`src/npx_pkg.sv`:
```
// constants for the numeric coprocessor host glue
// assumes one 25 MHz clock and asynchronous active-low reset
package npx_pkg;
  // personality select encoding
  localparam logic mode_cache = 1'b0;
  localparam logic mode_extcop = 1'b1;
  // coprocessor flavour in external mode
  localparam logic cop_standard = 1'b0;
  localparam logic cop_third_party = 1'b1;
  // reset values of outputs (active-low pins idle high)
  localparam logic rst_high = 1'b1;
  localparam logic rst_low = 1'b0;
  // cache invalidate strobe width in clock cycles
  localparam int strobe_cycles = 1;
  // port decode: address bit 0 value for each port
  localparam logic port_clear_a0 = 1'b0; // port f0
  localparam logic port_ignore_a0 = 1'b1; // port f1
  // byte enable width
  localparam int be_width = 4;
  localparam logic [3:0] be_all_off = 4'hf;
endpackage : npx_pkg

```
`src/sync2.sv`:
```
// two-flop synchroniser for one asynchronous level
// assumes input is from outside the clock domain
`timescale 1ns/100ps
module sync2 #(
  parameter logic reset_value = 1'b1
) (
  input wire logic sys_clk_i,
  input wire logic rstn_i,
  input wire logic async_i,
  output logic sync_o
);
  logic stage1;
  // first stage read only by the second
  always_ff @(posedge sys_clk_i or negedge rstn_i)
  begin
    if (!rstn_i)
    begin
      stage1 <= reset_value;
      sync_o <= reset_value;
    end
    else
    begin
      stage1 <= async_i;
      sync_o <= stage1;
    end
  end
endmodule : sync2

```
`src/io_write_decode.sv`:
```
// decodes an i/o write to one coprocessor port as a single-cycle pulse
// assumes synchronised active-low select, write strobe and address bit 0
`timescale 1ns/100ps
module io_write_decode #(
  parameter logic match_a0 = 1'b0
) (
  input wire logic sys_clk_i,
  input wire logic rstn_i,
  input wire logic port_select_n_i,
  input wire logic io_write_n_i,
  input wire logic addr0_i,
  output logic hit_o
);
  logic hit_level;
  logic hit_prev;
  logic next_hit_prev;
  // level true while select and write low and a0 matches
  always_comb
  begin
    hit_level = !port_select_n_i && !io_write_n_i && (addr0_i == match_a0);
    next_hit_prev = hit_level;
    hit_o = hit_level && !hit_prev;
  end
  always_ff @(posedge sys_clk_i or negedge rstn_i)
  begin
    if (!rstn_i)
      hit_prev <= npx_pkg::rst_low;
    else
      hit_prev <= next_hit_prev;
  end
endmodule : io_write_decode

```
`src/npx_glue.sv`:
```
// Function
// - cache mode: cpu bus request feeds the miss indication
// - external mode: address bit 31 decodes coprocessor i/o at top
// - cache mode: cache enable sampled on reads overrides byte enables
// - external mode: error and busy make busy, extension request, interrupt
// - external mode: busy output active while coprocessor busy or error has occurred
// - external mode: during cpu reset, error input sampled to detect coprocessor presence
// - coprocessor present: error output low from reset until first cycle
// - otherwise in external mode error output follows coprocessor error
// - cache mode: write to f1 sets ignore error, held while error active
// - coprocessor interrupt set when error input signals an error
// - i/o write to f0 clears coprocessor interrupt
// - interrupt input joins interrupt logic in cache or third-party mode
// - standard coprocessor: extension request input feeds cpu request
// - extension request tells cpu operands ready; unused in cache mode
// - one-cycle invalidate strobe per external master memory write
// - no invalidate strobe on master reads, nor in external mode
// - miss asserted in hold acknowledge for pending unclaimed host access
// - miss also asserted on host hold request, or on bus request in cache mode
//
// top of the coprocessor glue; one clock, no software registers
// assumes pins are asynchronous and active-low pins idle high
`timescale 1ns/100ps
module npx_glue (
  input wire logic sys_clk_i,
  input wire logic rstn_i,
  input wire logic mode_select_i,
  input wire logic cop_type_i,
  input wire logic request_addr31_i,
  input wire logic kenn_busyn_i,
  input wire logic coprocessor_error_n_i,
  input wire logic intr_pereq_i,
  input wire logic coprocessor_port_select_n_i,
  input wire logic io_write_n_i,
  input wire logic addr0_i,
  input wire logic cpu_reset_output_i,
  input wire logic cpu_bus_cycle_n_i,
  input wire logic cpu_read_i,
  input wire logic [3:0] host_byte_enables_n_i,
  input wire logic host_hold_request_i,
  input wire logic refresh_hold_ack_i,
  input wire logic host_access_pending_i,
  input wire logic local_claim_n_i,
  input wire logic master_write_i,
  input wire logic master_addr_stable_i,
  output logic cpu_miss_indication_n_o,
  output logic coprocessor_access_o,
  output logic [3:0] effective_byte_enables_n_o,
  output logic cpu_busy_n_o,
  output logic cpu_extension_request_o,
  output logic err_ign_n_o,
  output logic coprocessor_interrupt_o,
  output logic cache_invalidate_strobe_n_o
);

  ////////////////////////////////////////////////////////////////////////////
  // input synchronisers
  logic mode_s, cop_type_s, req_a31_s, kenn_busyn_s, err_n_s, intr_pereq_s;
  logic ps_n_s, iow_n_s, a0_s, rst_out_s, cyc_n_s, rd_s;
  logic hold_s, rdhlda_s, pend_s, claim_n_s, mwr_s, mstable_s;
  logic [3:0] be_n_s;

  // one synchroniser per active-low or idle-high pin
  sync2 #(.reset_value(npx_pkg::rst_high)) u_s_kenbusy (
    .sys_clk_i(sys_clk_i),
    .rstn_i(rstn_i),
    .async_i(kenn_busyn_i),
    .sync_o(kenn_busyn_s)
  );
  sync2 #(.reset_value(npx_pkg::rst_high)) u_s_err (
    .sys_clk_i(sys_clk_i),
    .rstn_i(rstn_i),
    .async_i(coprocessor_error_n_i),
    .sync_o(err_n_s)
  );
  sync2 #(.reset_value(npx_pkg::rst_high)) u_s_ps (
    .sys_clk_i(sys_clk_i),
    .rstn_i(rstn_i),
    .async_i(coprocessor_port_select_n_i),
    .sync_o(ps_n_s)
  );
  sync2 #(.reset_value(npx_pkg::rst_high)) u_s_iow (
    .sys_clk_i(sys_clk_i),
    .rstn_i(rstn_i),
    .async_i(io_write_n_i),
    .sync_o(iow_n_s)
  );
  sync2 #(.reset_value(npx_pkg::rst_high)) u_s_cyc (
    .sys_clk_i(sys_clk_i),
    .rstn_i(rstn_i),
    .async_i(cpu_bus_cycle_n_i),
    .sync_o(cyc_n_s)
  );
  sync2 #(.reset_value(npx_pkg::rst_high)) u_s_claim (
    .sys_clk_i(sys_clk_i),
    .rstn_i(rstn_i),
    .async_i(local_claim_n_i),
    .sync_o(claim_n_s)
  );

  // active-high pins idle low
  sync2 #(.reset_value(npx_pkg::rst_low)) u_s_mode (
    .sys_clk_i(sys_clk_i),
    .rstn_i(rstn_i),
    .async_i(mode_select_i),
    .sync_o(mode_s)
  );
  sync2 #(.reset_value(npx_pkg::rst_low)) u_s_type (
    .sys_clk_i(sys_clk_i),
    .rstn_i(rstn_i),
    .async_i(cop_type_i),
    .sync_o(cop_type_s)
  );
  sync2 #(.reset_value(npx_pkg::rst_low)) u_s_req (
    .sys_clk_i(sys_clk_i),
    .rstn_i(rstn_i),
    .async_i(request_addr31_i),
    .sync_o(req_a31_s)
  );
  sync2 #(.reset_value(npx_pkg::rst_low)) u_s_intr (
    .sys_clk_i(sys_clk_i),
    .rstn_i(rstn_i),
    .async_i(intr_pereq_i),
    .sync_o(intr_pereq_s)
  );
  sync2 #(.reset_value(npx_pkg::rst_low)) u_s_a0 (
    .sys_clk_i(sys_clk_i),
    .rstn_i(rstn_i),
    .async_i(addr0_i),
    .sync_o(a0_s)
  );
  sync2 #(.reset_value(npx_pkg::rst_low)) u_s_rst (
    .sys_clk_i(sys_clk_i),
    .rstn_i(rstn_i),
    .async_i(cpu_reset_output_i),
    .sync_o(rst_out_s)
  );
  sync2 #(.reset_value(npx_pkg::rst_low)) u_s_rd (
    .sys_clk_i(sys_clk_i),
    .rstn_i(rstn_i),
    .async_i(cpu_read_i),
    .sync_o(rd_s)
  );
  sync2 #(.reset_value(npx_pkg::rst_low)) u_s_hold (
    .sys_clk_i(sys_clk_i),
    .rstn_i(rstn_i),
    .async_i(host_hold_request_i),
    .sync_o(hold_s)
  );
  sync2 #(.reset_value(npx_pkg::rst_low)) u_s_hlda (
    .sys_clk_i(sys_clk_i),
    .rstn_i(rstn_i),
    .async_i(refresh_hold_ack_i),
    .sync_o(rdhlda_s)
  );
  sync2 #(.reset_value(npx_pkg::rst_low)) u_s_pend (
    .sys_clk_i(sys_clk_i),
    .rstn_i(rstn_i),
    .async_i(host_access_pending_i),
    .sync_o(pend_s)
  );
  sync2 #(.reset_value(npx_pkg::rst_low)) u_s_mwr (
    .sys_clk_i(sys_clk_i),
    .rstn_i(rstn_i),
    .async_i(master_write_i),
    .sync_o(mwr_s)
  );
  sync2 #(.reset_value(npx_pkg::rst_low)) u_s_mst (
    .sys_clk_i(sys_clk_i),
    .rstn_i(rstn_i),
    .async_i(master_addr_stable_i),
    .sync_o(mstable_s)
  );

  // byte enables, one synchroniser per lane
  genvar gi;
  generate
    for (gi = 0; gi < npx_pkg::be_width; gi++)
    begin : g_be
      sync2 #(.reset_value(npx_pkg::rst_high)) u_s_be (.sys_clk_i(sys_clk_i),
        .rstn_i(rstn_i), .async_i(host_byte_enables_n_i[gi]),
        .sync_o(be_n_s[gi]));
    end
  endgenerate

  ////////////////////////////////////////////////////////////////////////////
  // port write decodes
  logic clear_hit, ignore_hit;

  io_write_decode #(.match_a0(npx_pkg::port_clear_a0)) u_dec_f0 (
    .sys_clk_i(sys_clk_i), .rstn_i(rstn_i), .port_select_n_i(ps_n_s),
    .io_write_n_i(iow_n_s), .addr0_i(a0_s), .hit_o(clear_hit));
  io_write_decode #(.match_a0(npx_pkg::port_ignore_a0)) u_dec_f1 (
    .sys_clk_i(sys_clk_i), .rstn_i(rstn_i), .port_select_n_i(ps_n_s),
    .io_write_n_i(iow_n_s), .addr0_i(a0_s), .hit_o(ignore_hit));

  ////////////////////////////////////////////////////////////////////////////
  // state and outputs
  logic ext_mode, err_act, busy_act;
  logic present, in_reset_win, err_latched, ignore_on, mwr_done, rst_prev;
  logic next_present, next_in_reset_win, next_err_latched, next_ignore_on;
  logic next_mwr_done, next_rst_prev;
  logic next_miss_n, next_cop_acc, next_busy_n, next_pereq, next_err_o;
  logic next_int, next_inval_n;
  logic [3:0] next_be_n;

  always_comb
  begin
    ext_mode = (mode_s == npx_pkg::mode_extcop);
    err_act = !err_n_s;
    busy_act = !kenn_busyn_s && ext_mode;
    next_rst_prev = rst_out_s;
    // presence detect while cpu reset is held
    next_present = present;
    if (rst_out_s && ext_mode)
      next_present = err_act;
    // window from reset leading edge to first bus cycle
    next_in_reset_win = in_reset_win;
    if (rst_out_s && !rst_prev)
      next_in_reset_win = 1'b1;
    else if (!rst_out_s && !cyc_n_s)
      next_in_reset_win = 1'b0;
    // error condition latched until port f0 write; set wins
    next_err_latched = err_latched;
    if (err_act)
      next_err_latched = 1'b1;
    else if (clear_hit)
      next_err_latched = 1'b0;
    // ignore error set by port f1 write, kept while error active
    next_ignore_on = ignore_on;
    if (ext_mode)
      next_ignore_on = 1'b0;
    else if (ignore_hit)
      next_ignore_on = 1'b1;
    else if (!err_act)
      next_ignore_on = 1'b0;
    // interrupt: set by error or cache/third-party interrupt input
    next_int = coprocessor_interrupt_o;
    if (err_act || ((!ext_mode || cop_type_s == npx_pkg::cop_third_party)
        && intr_pereq_s))
      next_int = 1'b1;
    else if (clear_hit)
      next_int = 1'b0;
    // busy and extension request in external mode
    next_busy_n = !(ext_mode && (busy_act || err_latched));
    next_pereq = ext_mode && cop_type_s == npx_pkg::cop_standard
      && intr_pereq_s && !err_latched;
    // shared error/ignore pin
    if (ext_mode)
    begin
      if (in_reset_win && present)
        next_err_o = 1'b0;
      else
        next_err_o = err_n_s;
    end
    else
      next_err_o = !ignore_on;
    // coprocessor i/o decode at top of space
    next_cop_acc = ext_mode && req_a31_s;
    // cache enable overrides byte enables on reads
    next_be_n = be_n_s;
    if (!ext_mode && rd_s && !kenn_busyn_s)
      next_be_n = 4'h0;
    // miss indication
    next_miss_n = !((rdhlda_s && pend_s && claim_n_s)
      || hold_s || (!ext_mode && req_a31_s));
    // one strobe per master memory write while address stable
    next_mwr_done = mwr_done;
    next_inval_n = 1'b1;
    if (!mwr_s)
      next_mwr_done = 1'b0;
    else if (!ext_mode && mstable_s && !mwr_done)
    begin
      next_inval_n = 1'b0;
      next_mwr_done = 1'b1;
    end
  end

  always_ff @(posedge sys_clk_i or negedge rstn_i)
  begin
    if (!rstn_i)
    begin
      present <= npx_pkg::rst_low;
      in_reset_win <= npx_pkg::rst_low;
      err_latched <= npx_pkg::rst_low;
      ignore_on <= npx_pkg::rst_low;
      mwr_done <= npx_pkg::rst_low;
      rst_prev <= npx_pkg::rst_low;
      cpu_miss_indication_n_o <= npx_pkg::rst_high;
      coprocessor_access_o <= npx_pkg::rst_low;
      effective_byte_enables_n_o <= npx_pkg::be_all_off;
      cpu_busy_n_o <= npx_pkg::rst_high;
      cpu_extension_request_o <= npx_pkg::rst_low;
      err_ign_n_o <= npx_pkg::rst_high;
      coprocessor_interrupt_o <= npx_pkg::rst_low;
      cache_invalidate_strobe_n_o <= npx_pkg::rst_high;
    end
    else
    begin
      present <= next_present;
      in_reset_win <= next_in_reset_win;
      err_latched <= next_err_latched;
      ignore_on <= next_ignore_on;
      mwr_done <= next_mwr_done;
      rst_prev <= next_rst_prev;
      cpu_miss_indication_n_o <= next_miss_n;
      coprocessor_access_o <= next_cop_acc;
      effective_byte_enables_n_o <= next_be_n;
      cpu_busy_n_o <= next_busy_n;
      cpu_extension_request_o <= next_pereq;
      err_ign_n_o <= next_err_o;
      coprocessor_interrupt_o <= next_int;
      cache_invalidate_strobe_n_o <= next_inval_n;
    end
  end
endmodule : npx_glue

```
`config.mk`:
```
export PLATFORM = sky130hd
export DESIGN_NAME = npx_glue
export DESIGN_NICKNAME = d
export VERILOG_FILES = /design/src/npx_pkg.sv /design/src/sync2.sv /design/src/io_write_decode.sv /design/src/npx_glue.sv
export SDC_FILE = /design/constraint.sdc
export NUM_CORES = 1
export LEC_CHECK = 0
export ABC_AREA = 1
export BUFFER_PORTS_ARGS = -buffer_cell sky130_fd_sc_hd__buf_2
export CORE_MARGIN = 1.5
export CORE_UTILIZATION = 30
export CTS_CLUSTER_SIZE = 10
export DETAILED_ROUTE_END_ITERATION = 10
export PLACE_DENSITY_LB_ADDON = 0.12
export SYNTH_ARGS = -nofsm -noshare
export SYNTH_HDL_FRONTEND = slang
export SYNTH_HIERARCHICAL = 1
export SYNTH_SLANG_ARGS = --single-unit
```
`constraint.sdc`:
```
create_clock -name sys_clk_i -period 2.3 [get_ports sys_clk_i]
set_input_delay 0.115 -clock sys_clk_i [delete_from_list [all_inputs] [get_ports sys_clk_i]]
set_output_delay 0.115 -clock sys_clk_i [all_outputs]
set_load 0.05 [all_outputs]
```
# Word level (Yosys, flattened, before mapping)
# Cells that the tools add are included.
# totals
ff_bits,63
latchBits,0
ram_bits,0
romBits,0
inputBits,24
elab_cells,125
mem_count,0
# classes
n_addsub,0
mul,0
div_mod_pow,0
n_lt_le_gt_ge,0
n_eq_ne,2
shift,0
muxes,15
n_bitwise,2
reduce_logical,46
# op_table
op,count
logical AND 1 bit,23
zero test 1 bit,15
two-way mux 1 bit,14
logical OR 1 bit,5
two-way mux 4 bit,1
"!= test 2 bit, second input constant",2
nonzero test 2 bit,2
nonzero test 3 bit,1
NOT 1 bit,2

# Logic depth before layout (Yosys ltp)
# logic_depth
ltp_word,6
depth_mapped,6
ltp_nobuf,6

# Modules after synthesis
# The synthesis kept the hierarchy.
# modules_own_cells
mod,instances,cells_each,area_per_inst_um2,seq_area_each_um2
npx_glue,1,65,651.9,435.4
sync2 (u_s_a0 ...),12,2,50.0,50.0
sync2 (g_be[0].u_s_be ...),10,2,52.6,52.6
io_write_decode (u_dec_f0),1,6,46.3,25.0
io_write_decode (u_dec_f1),1,5,42.5,25.0

# Least setup slack after synthesis
# No wires, ideal clock.
# synth_timing
path_type,register to register
startpoint,"reg, netlist name coprocessor_interrupt_o"
endpoint,reg coprocessor_interrupt_o
arrival_ns,0.792
path_slack_ns,1.386
path_stages_with_launch,3
path_buffers,0
path_cell_list,dfrtp_1 a21oi_1 nand2_1
# synth_lines
item,line_no,source
end signal: assignment,npx_glue.sv:295,coprocessor_interrupt_o <= npx_pkg::rst_low;
end signal: assignment,npx_glue.sv:312,coprocessor_interrupt_o <= next_int;
end: declaration,npx_glue.sv:52,"output logic coprocessor_interrupt_o,"

# Final worst setup path
# layout_timing
startpoint,reg cpu_miss_indication_n_o
endpoint,out cpu_miss_indication_n_o
# layout_lines
item,line_no,source
start: declaration,npx_glue.sv:46,"output logic cpu_miss_indication_n_o,"
start signal: assignment,npx_glue.sv:289,cpu_miss_indication_n_o <= npx_pkg::rst_high;
start signal: assignment,npx_glue.sv:306,cpu_miss_indication_n_o <= next_miss_n;
# No word-level cell between the ends.

==> results.md <==
Run status:
- The flow ran to the end, and the final reports show no timing, DRC or antenna violations.

Clocking:
- TritonCTS created 9 clock buffers.
- The maximum level of the CTS H-tree is 3.
- The clock tree root buffer cell is sky130_fd_sc_hd__clkbuf_8.
- The clock tree from TritonCTS is yes.
- The latest clock arrival within the worst-skew pair is about 0.32 ns.
- The number of sinks on the clock net is 63.
- Counting along the longest clock path gives a buffer depth of 2.
- After clock tree synthesis, the clock-pin slew on the worst setup and hold paths is 0.06 ns.
- The number of setup buffers added after CTS is 0.

Min path:
- The classification of the worst-slack hold path is input pin to async pin.

Critical path:
- The data arrival time of the worst path is roughly 1.1 ns.
- For flop-to-flop paths, the worst setup slack is 1.34 ns.
- Along the worst path, the maximum fanout reaches 1.
- The critical path is of the flop to output pin type.
- The worst register-to-register path ends at coprocessor_interrupt_o.
- The buffers plus inverters on the worst setup path is 1.
- Broken down by cell family, the worst path's largest delay share belongs to flip-flops.
- The cell type of the slowest stage on the worst timing path is sky130_fd_sc_hd__dfstp_2.
- The critical path starts at cpu_miss_indication_n_o.
- The most critical setup path has its endpoint at cpu_miss_indication_n_o.
- The required time of the critical path is between 2 and 2.5 ns.
- The start of the worst register-to-register path is u_s_iow/sync_o.
- STA classifies the critical path endpoint as an output pin.
- The critical path goes through buf_2.
- In this run the number of cells on the critical path is 1.
- The nature of the critical path startpoint is a flop.
- Counting cells, the worst reg-to-reg path comes to 6.
- On the worst path, the slowest cell contributes a delay of 0.51 ns.

Floorplan:
- The die area is 6710 sq um.
- The floorplan step set the die width to slightly above 80 microns.
- From bottom edge to top edge, the die measures approximately 80 microns.
- Once the floorplan was initialized, standard cells occupied 31.3% of the core.
- The region available for standard cell placement spans between 5000 and 6000 sq um.
- The number of placement rows is 28.
- In this run the count of I/O pins placed on the die edge is 35.

Synthesis:
- The number of different library cells used by synthesis comes to 13.
- The most common cell in the netlist is sky130_fd_sc_hd__dfrtp_1.
- The dominant synthesized flop cell is sky130_fd_sc_hd__dfrtp_1.
- The area share of the leading cell type in the synthesized netlist is around 47%.
- In the synthesized netlist the async set-or-reset flop fraction comes to 100%.
- The synthesized net count is approximately 140.
- The post-synthesis sequential area ratio is a little under nine tenths.
- The count of synthesis-stage warnings from yosys is 6.
- The mean post-synth cell area is ~16 sq um.
- The cell count after synthesis is between 100 and 150.
- The total standard cell area after synthesis is 1870 sq um.
- The number of synthesized register bits is 63.
- After synthesis, the most frequently instantiated cells are 35 x sky130_fd_sc_hd__dfrtp_1, 28 x sky130_fd_sc_hd__dfstp_2, 21 x sky130_fd_sc_hd__nand2_1.
- Counting flops with a built-in enable in the synthesized netlist gives 0.
- By area the synthesized netlist is led by sky130_fd_sc_hd__dfrtp_1 47%, sky130_fd_sc_hd__dfstp_2 39%, sky130_fd_sc_hd__nand2_1 4.2%, sky130_fd_sc_hd__inv_1 2.8%, sky130_fd_sc_hd__a21boi_0 1.6%.
- The largest total area in the synthesized netlist belongs to sky130_fd_sc_hd__dfrtp_1.

Finish:
- In the final layout, the registers with the most flip-flops are effective_byte_enables_n_o (4), g_be.u_s_be/stage1 (4), g_be.u_s_be/sync_o (4).
- Summing all multi-input logic gate instances after layout gives approximately 190 sq um.
- The post-route netlist has between 40 and 50% of its cells at a drive strength greater than 1.
- From synthesis to final layout, the design area changed by 37.7%.
- After routing the design area is around 2600 sq um.
- After filler insertion, the fill cell instance count of the layout stands at around 560.
- The layout net count is around 210.
- The sequential standard cell area is between 1500 and 2000 sq um.
- The final antenna diode count is 0.

Routing:
- For this block, the via count after detailed routing is ~1000.
- The final layout contains routed wiring with a total length of approximately 2.6 mm.
- The met2 routed wirelength is between 1 and 1.5 mm.
- The iteration-0 DRC count of the detailed router is 31.
- Wire segments on met3 add up to 141 microns in the final route.
- After detailed routing, the number of remaining DRC violations is 0.
- After detailed routing, the wire length on met1 is around 1 mm.
- Before antenna repair, the detailed router went through 4 iterations.
- The top routing layer in use is met4.
- Dividing the detail-routed via count by the number of cells gives between 3 and 4.
- Dividing the detail-routed wire length by the instance count gives 9.63 microns.
- In this run the remaining antenna-violating nets after routing total 0.

Placement:
- The final HPWL from detailed placement is around 1.6 mm.
- During placement, the flow inserted port buffers numbering 34.
- The instance area after placement is around 2100 sq um.
- The weighted congestion at the end of routability-driven global placement is 0.673.

Global route:
- The total global routing overflow is 0.
- Entering global routing, the biggest net connects between 60 and 70 pins.
- The global-route wire length before repair is between 4 and 5 mm.
- The initial antenna violation count is 0.
- Global routing used 9.86% of the available tracks across all layers.
- The via count of the first global-routing pass came to approximately 1100.

Timing:
- The final number of max-transition violations is 0.
- The normalized max-slew margin is 79.4%.
- Adding up every negative setup slack in the final design gives 0 ns.
- Static timing analysis puts the maximum clock frequency at slightly above 0.8 GHz.
- Setup repair after global routing left no endpoint under its margin.
- The largest clock skew in the final design is approximately 0.0094 ns.
- At the pin with the least slew margin, the transition time is approximately 0.31 ns.
- The worst path uses a little over half of the clock period.
- The number of hold-slack violations in the final timing report is 0.
- Setup violations remaining at the end of the flow were counted as 0.
- The final critical path time including I/O delays and setup is roughly 1.2 ns.

Pwr:
- The worst voltage drop across the vdd grid is between 300 and 400 uV.
- The switching share of total power is a little over a fifth.
- The internal power of the cells totals around 1.8 mW.
- The leakage power is 1.21 nW.
- Summed over all nets, the switching power comes to between 0.4 and 0.5 mW.
- The part of the total power dissipated in sequential elements is ~53%.
- In this run the power density over the cells is about 900 nW/um^2.
- In this run, the combinational gates consume between 6 and 7% of the power.
- The clock network power share is 40.7%.

Job:
- The number of max-cap violations is 0.
stage by stage:
step	utilization, %	power [mW]	instances	setup slack [ns]	hold WS (ns)
finish	43.2	2.29	268	1.10	0.322
CTS	43.2	2.35	268	1.06	0.311
detailed placement	35.9	1.35	229	1.35	0.149
global route	43.2	2.43	268	1.04	0.339
global placement	35.9	1.35	229	1.37	0.137
floorplan	-	1.29	120	1.39	-0.181
placed cells by master, fill, tap and decap left out:
| master | count |
|---|---|
| sky130_fd_sc_hd__a21boi_0 | 4 |
| sky130_fd_sc_hd__a21oi_1 | 2 |
| sky130_fd_sc_hd__buf_12 | 1 |
| sky130_fd_sc_hd__buf_2 | 34 |
| sky130_fd_sc_hd__bufinv_16 | 1 |
| sky130_fd_sc_hd__clkbuf_1 | 2 |
| sky130_fd_sc_hd__clkbuf_8 | 11 |
| sky130_fd_sc_hd__clkinv_2 | 1 |
| sky130_fd_sc_hd__clkinvlp_4 | 1 |
| sky130_fd_sc_hd__dfrtp_1 | 35 |
| sky130_fd_sc_hd__dfstp_2 | 28 |
| sky130_fd_sc_hd__dlygate4sd3_1 | 23 |
| sky130_fd_sc_hd__inv_1 | 14 |
| sky130_fd_sc_hd__nand2_1 | 21 |
| sky130_fd_sc_hd__nand3_1 | 2 |
| sky130_fd_sc_hd__nand4_1 | 1 |
| sky130_fd_sc_hd__nor2_1 | 6 |
| sky130_fd_sc_hd__nor2_2 | 2 |
| sky130_fd_sc_hd__o21ai_0 | 3 |
| sky130_fd_sc_hd__or2_1 | 1 |
per-layer routing:
metal / GRT usage (%) / vias up
met4: 7.12 / 0
met3: 5.78 / 5
li1: - / 499
met5: 0 / -
met2: 14.9 / 23
met1: 10.1 / 485
repair_timing:
| action | 4_1_cts | 5_1_grt |
|---|---|---|
| endpoints found under the setup margin | 0 | 0 |
| hold buffers | 23 | 0 |
| gates resized for setup | 0 | 0 |
| endpoints found under the hold margin | 57 | 0 |
kinds of logic after synthesis:
group | Yosys count | share of synthesized area (%)
simple gates | 33 | 7.31
flops | 63 | 86.3
compound gates | 9 | 2.95
buf+inv | 15 | 3.42
power groups by stage:
stage	clock network (mW)	logic [mW]	registers (mW)
5_1_grt	1.05	0.167	1.22
3_3_place_gp	0	0.120	1.23
6_report	0.934	0.149	1.21
4_1_cts	0.981	0.153	1.21
3_5_place_dp	0	0.123	1.23
2_1_floorplan	0	0.0271	1.26
worst min path at each step:
stage | start | endpoint | slack [ns] | depth (start not counted)
global route | rstn_i | u_s_pend/stage1 | 0.34 | 3
finish | rstn_i | u_s_hlda/stage1 | 0.32 | 3
CTS | rstn_i | coprocessor_access_o | 0.31 | 3
global placement | rstn_i | u_s_pend/stage1 | 0.14 | 2
detailed placement | rstn_i | coprocessor_access_o | 0.15 | 2
floorplan | rstn_i | coprocessor_access_o | -0.18 | 0
cell type report:
cell class	instances	share of cell area, %
flip-flops and latches	63	62.7
clock buffers	13	6.18
clock inverters	3	1.65
inverters	14	2.04
repair buffers	58	16.4
multi-input cells	42	7.45
well taps	75	3.65
(Power assumes the default switching activity.)
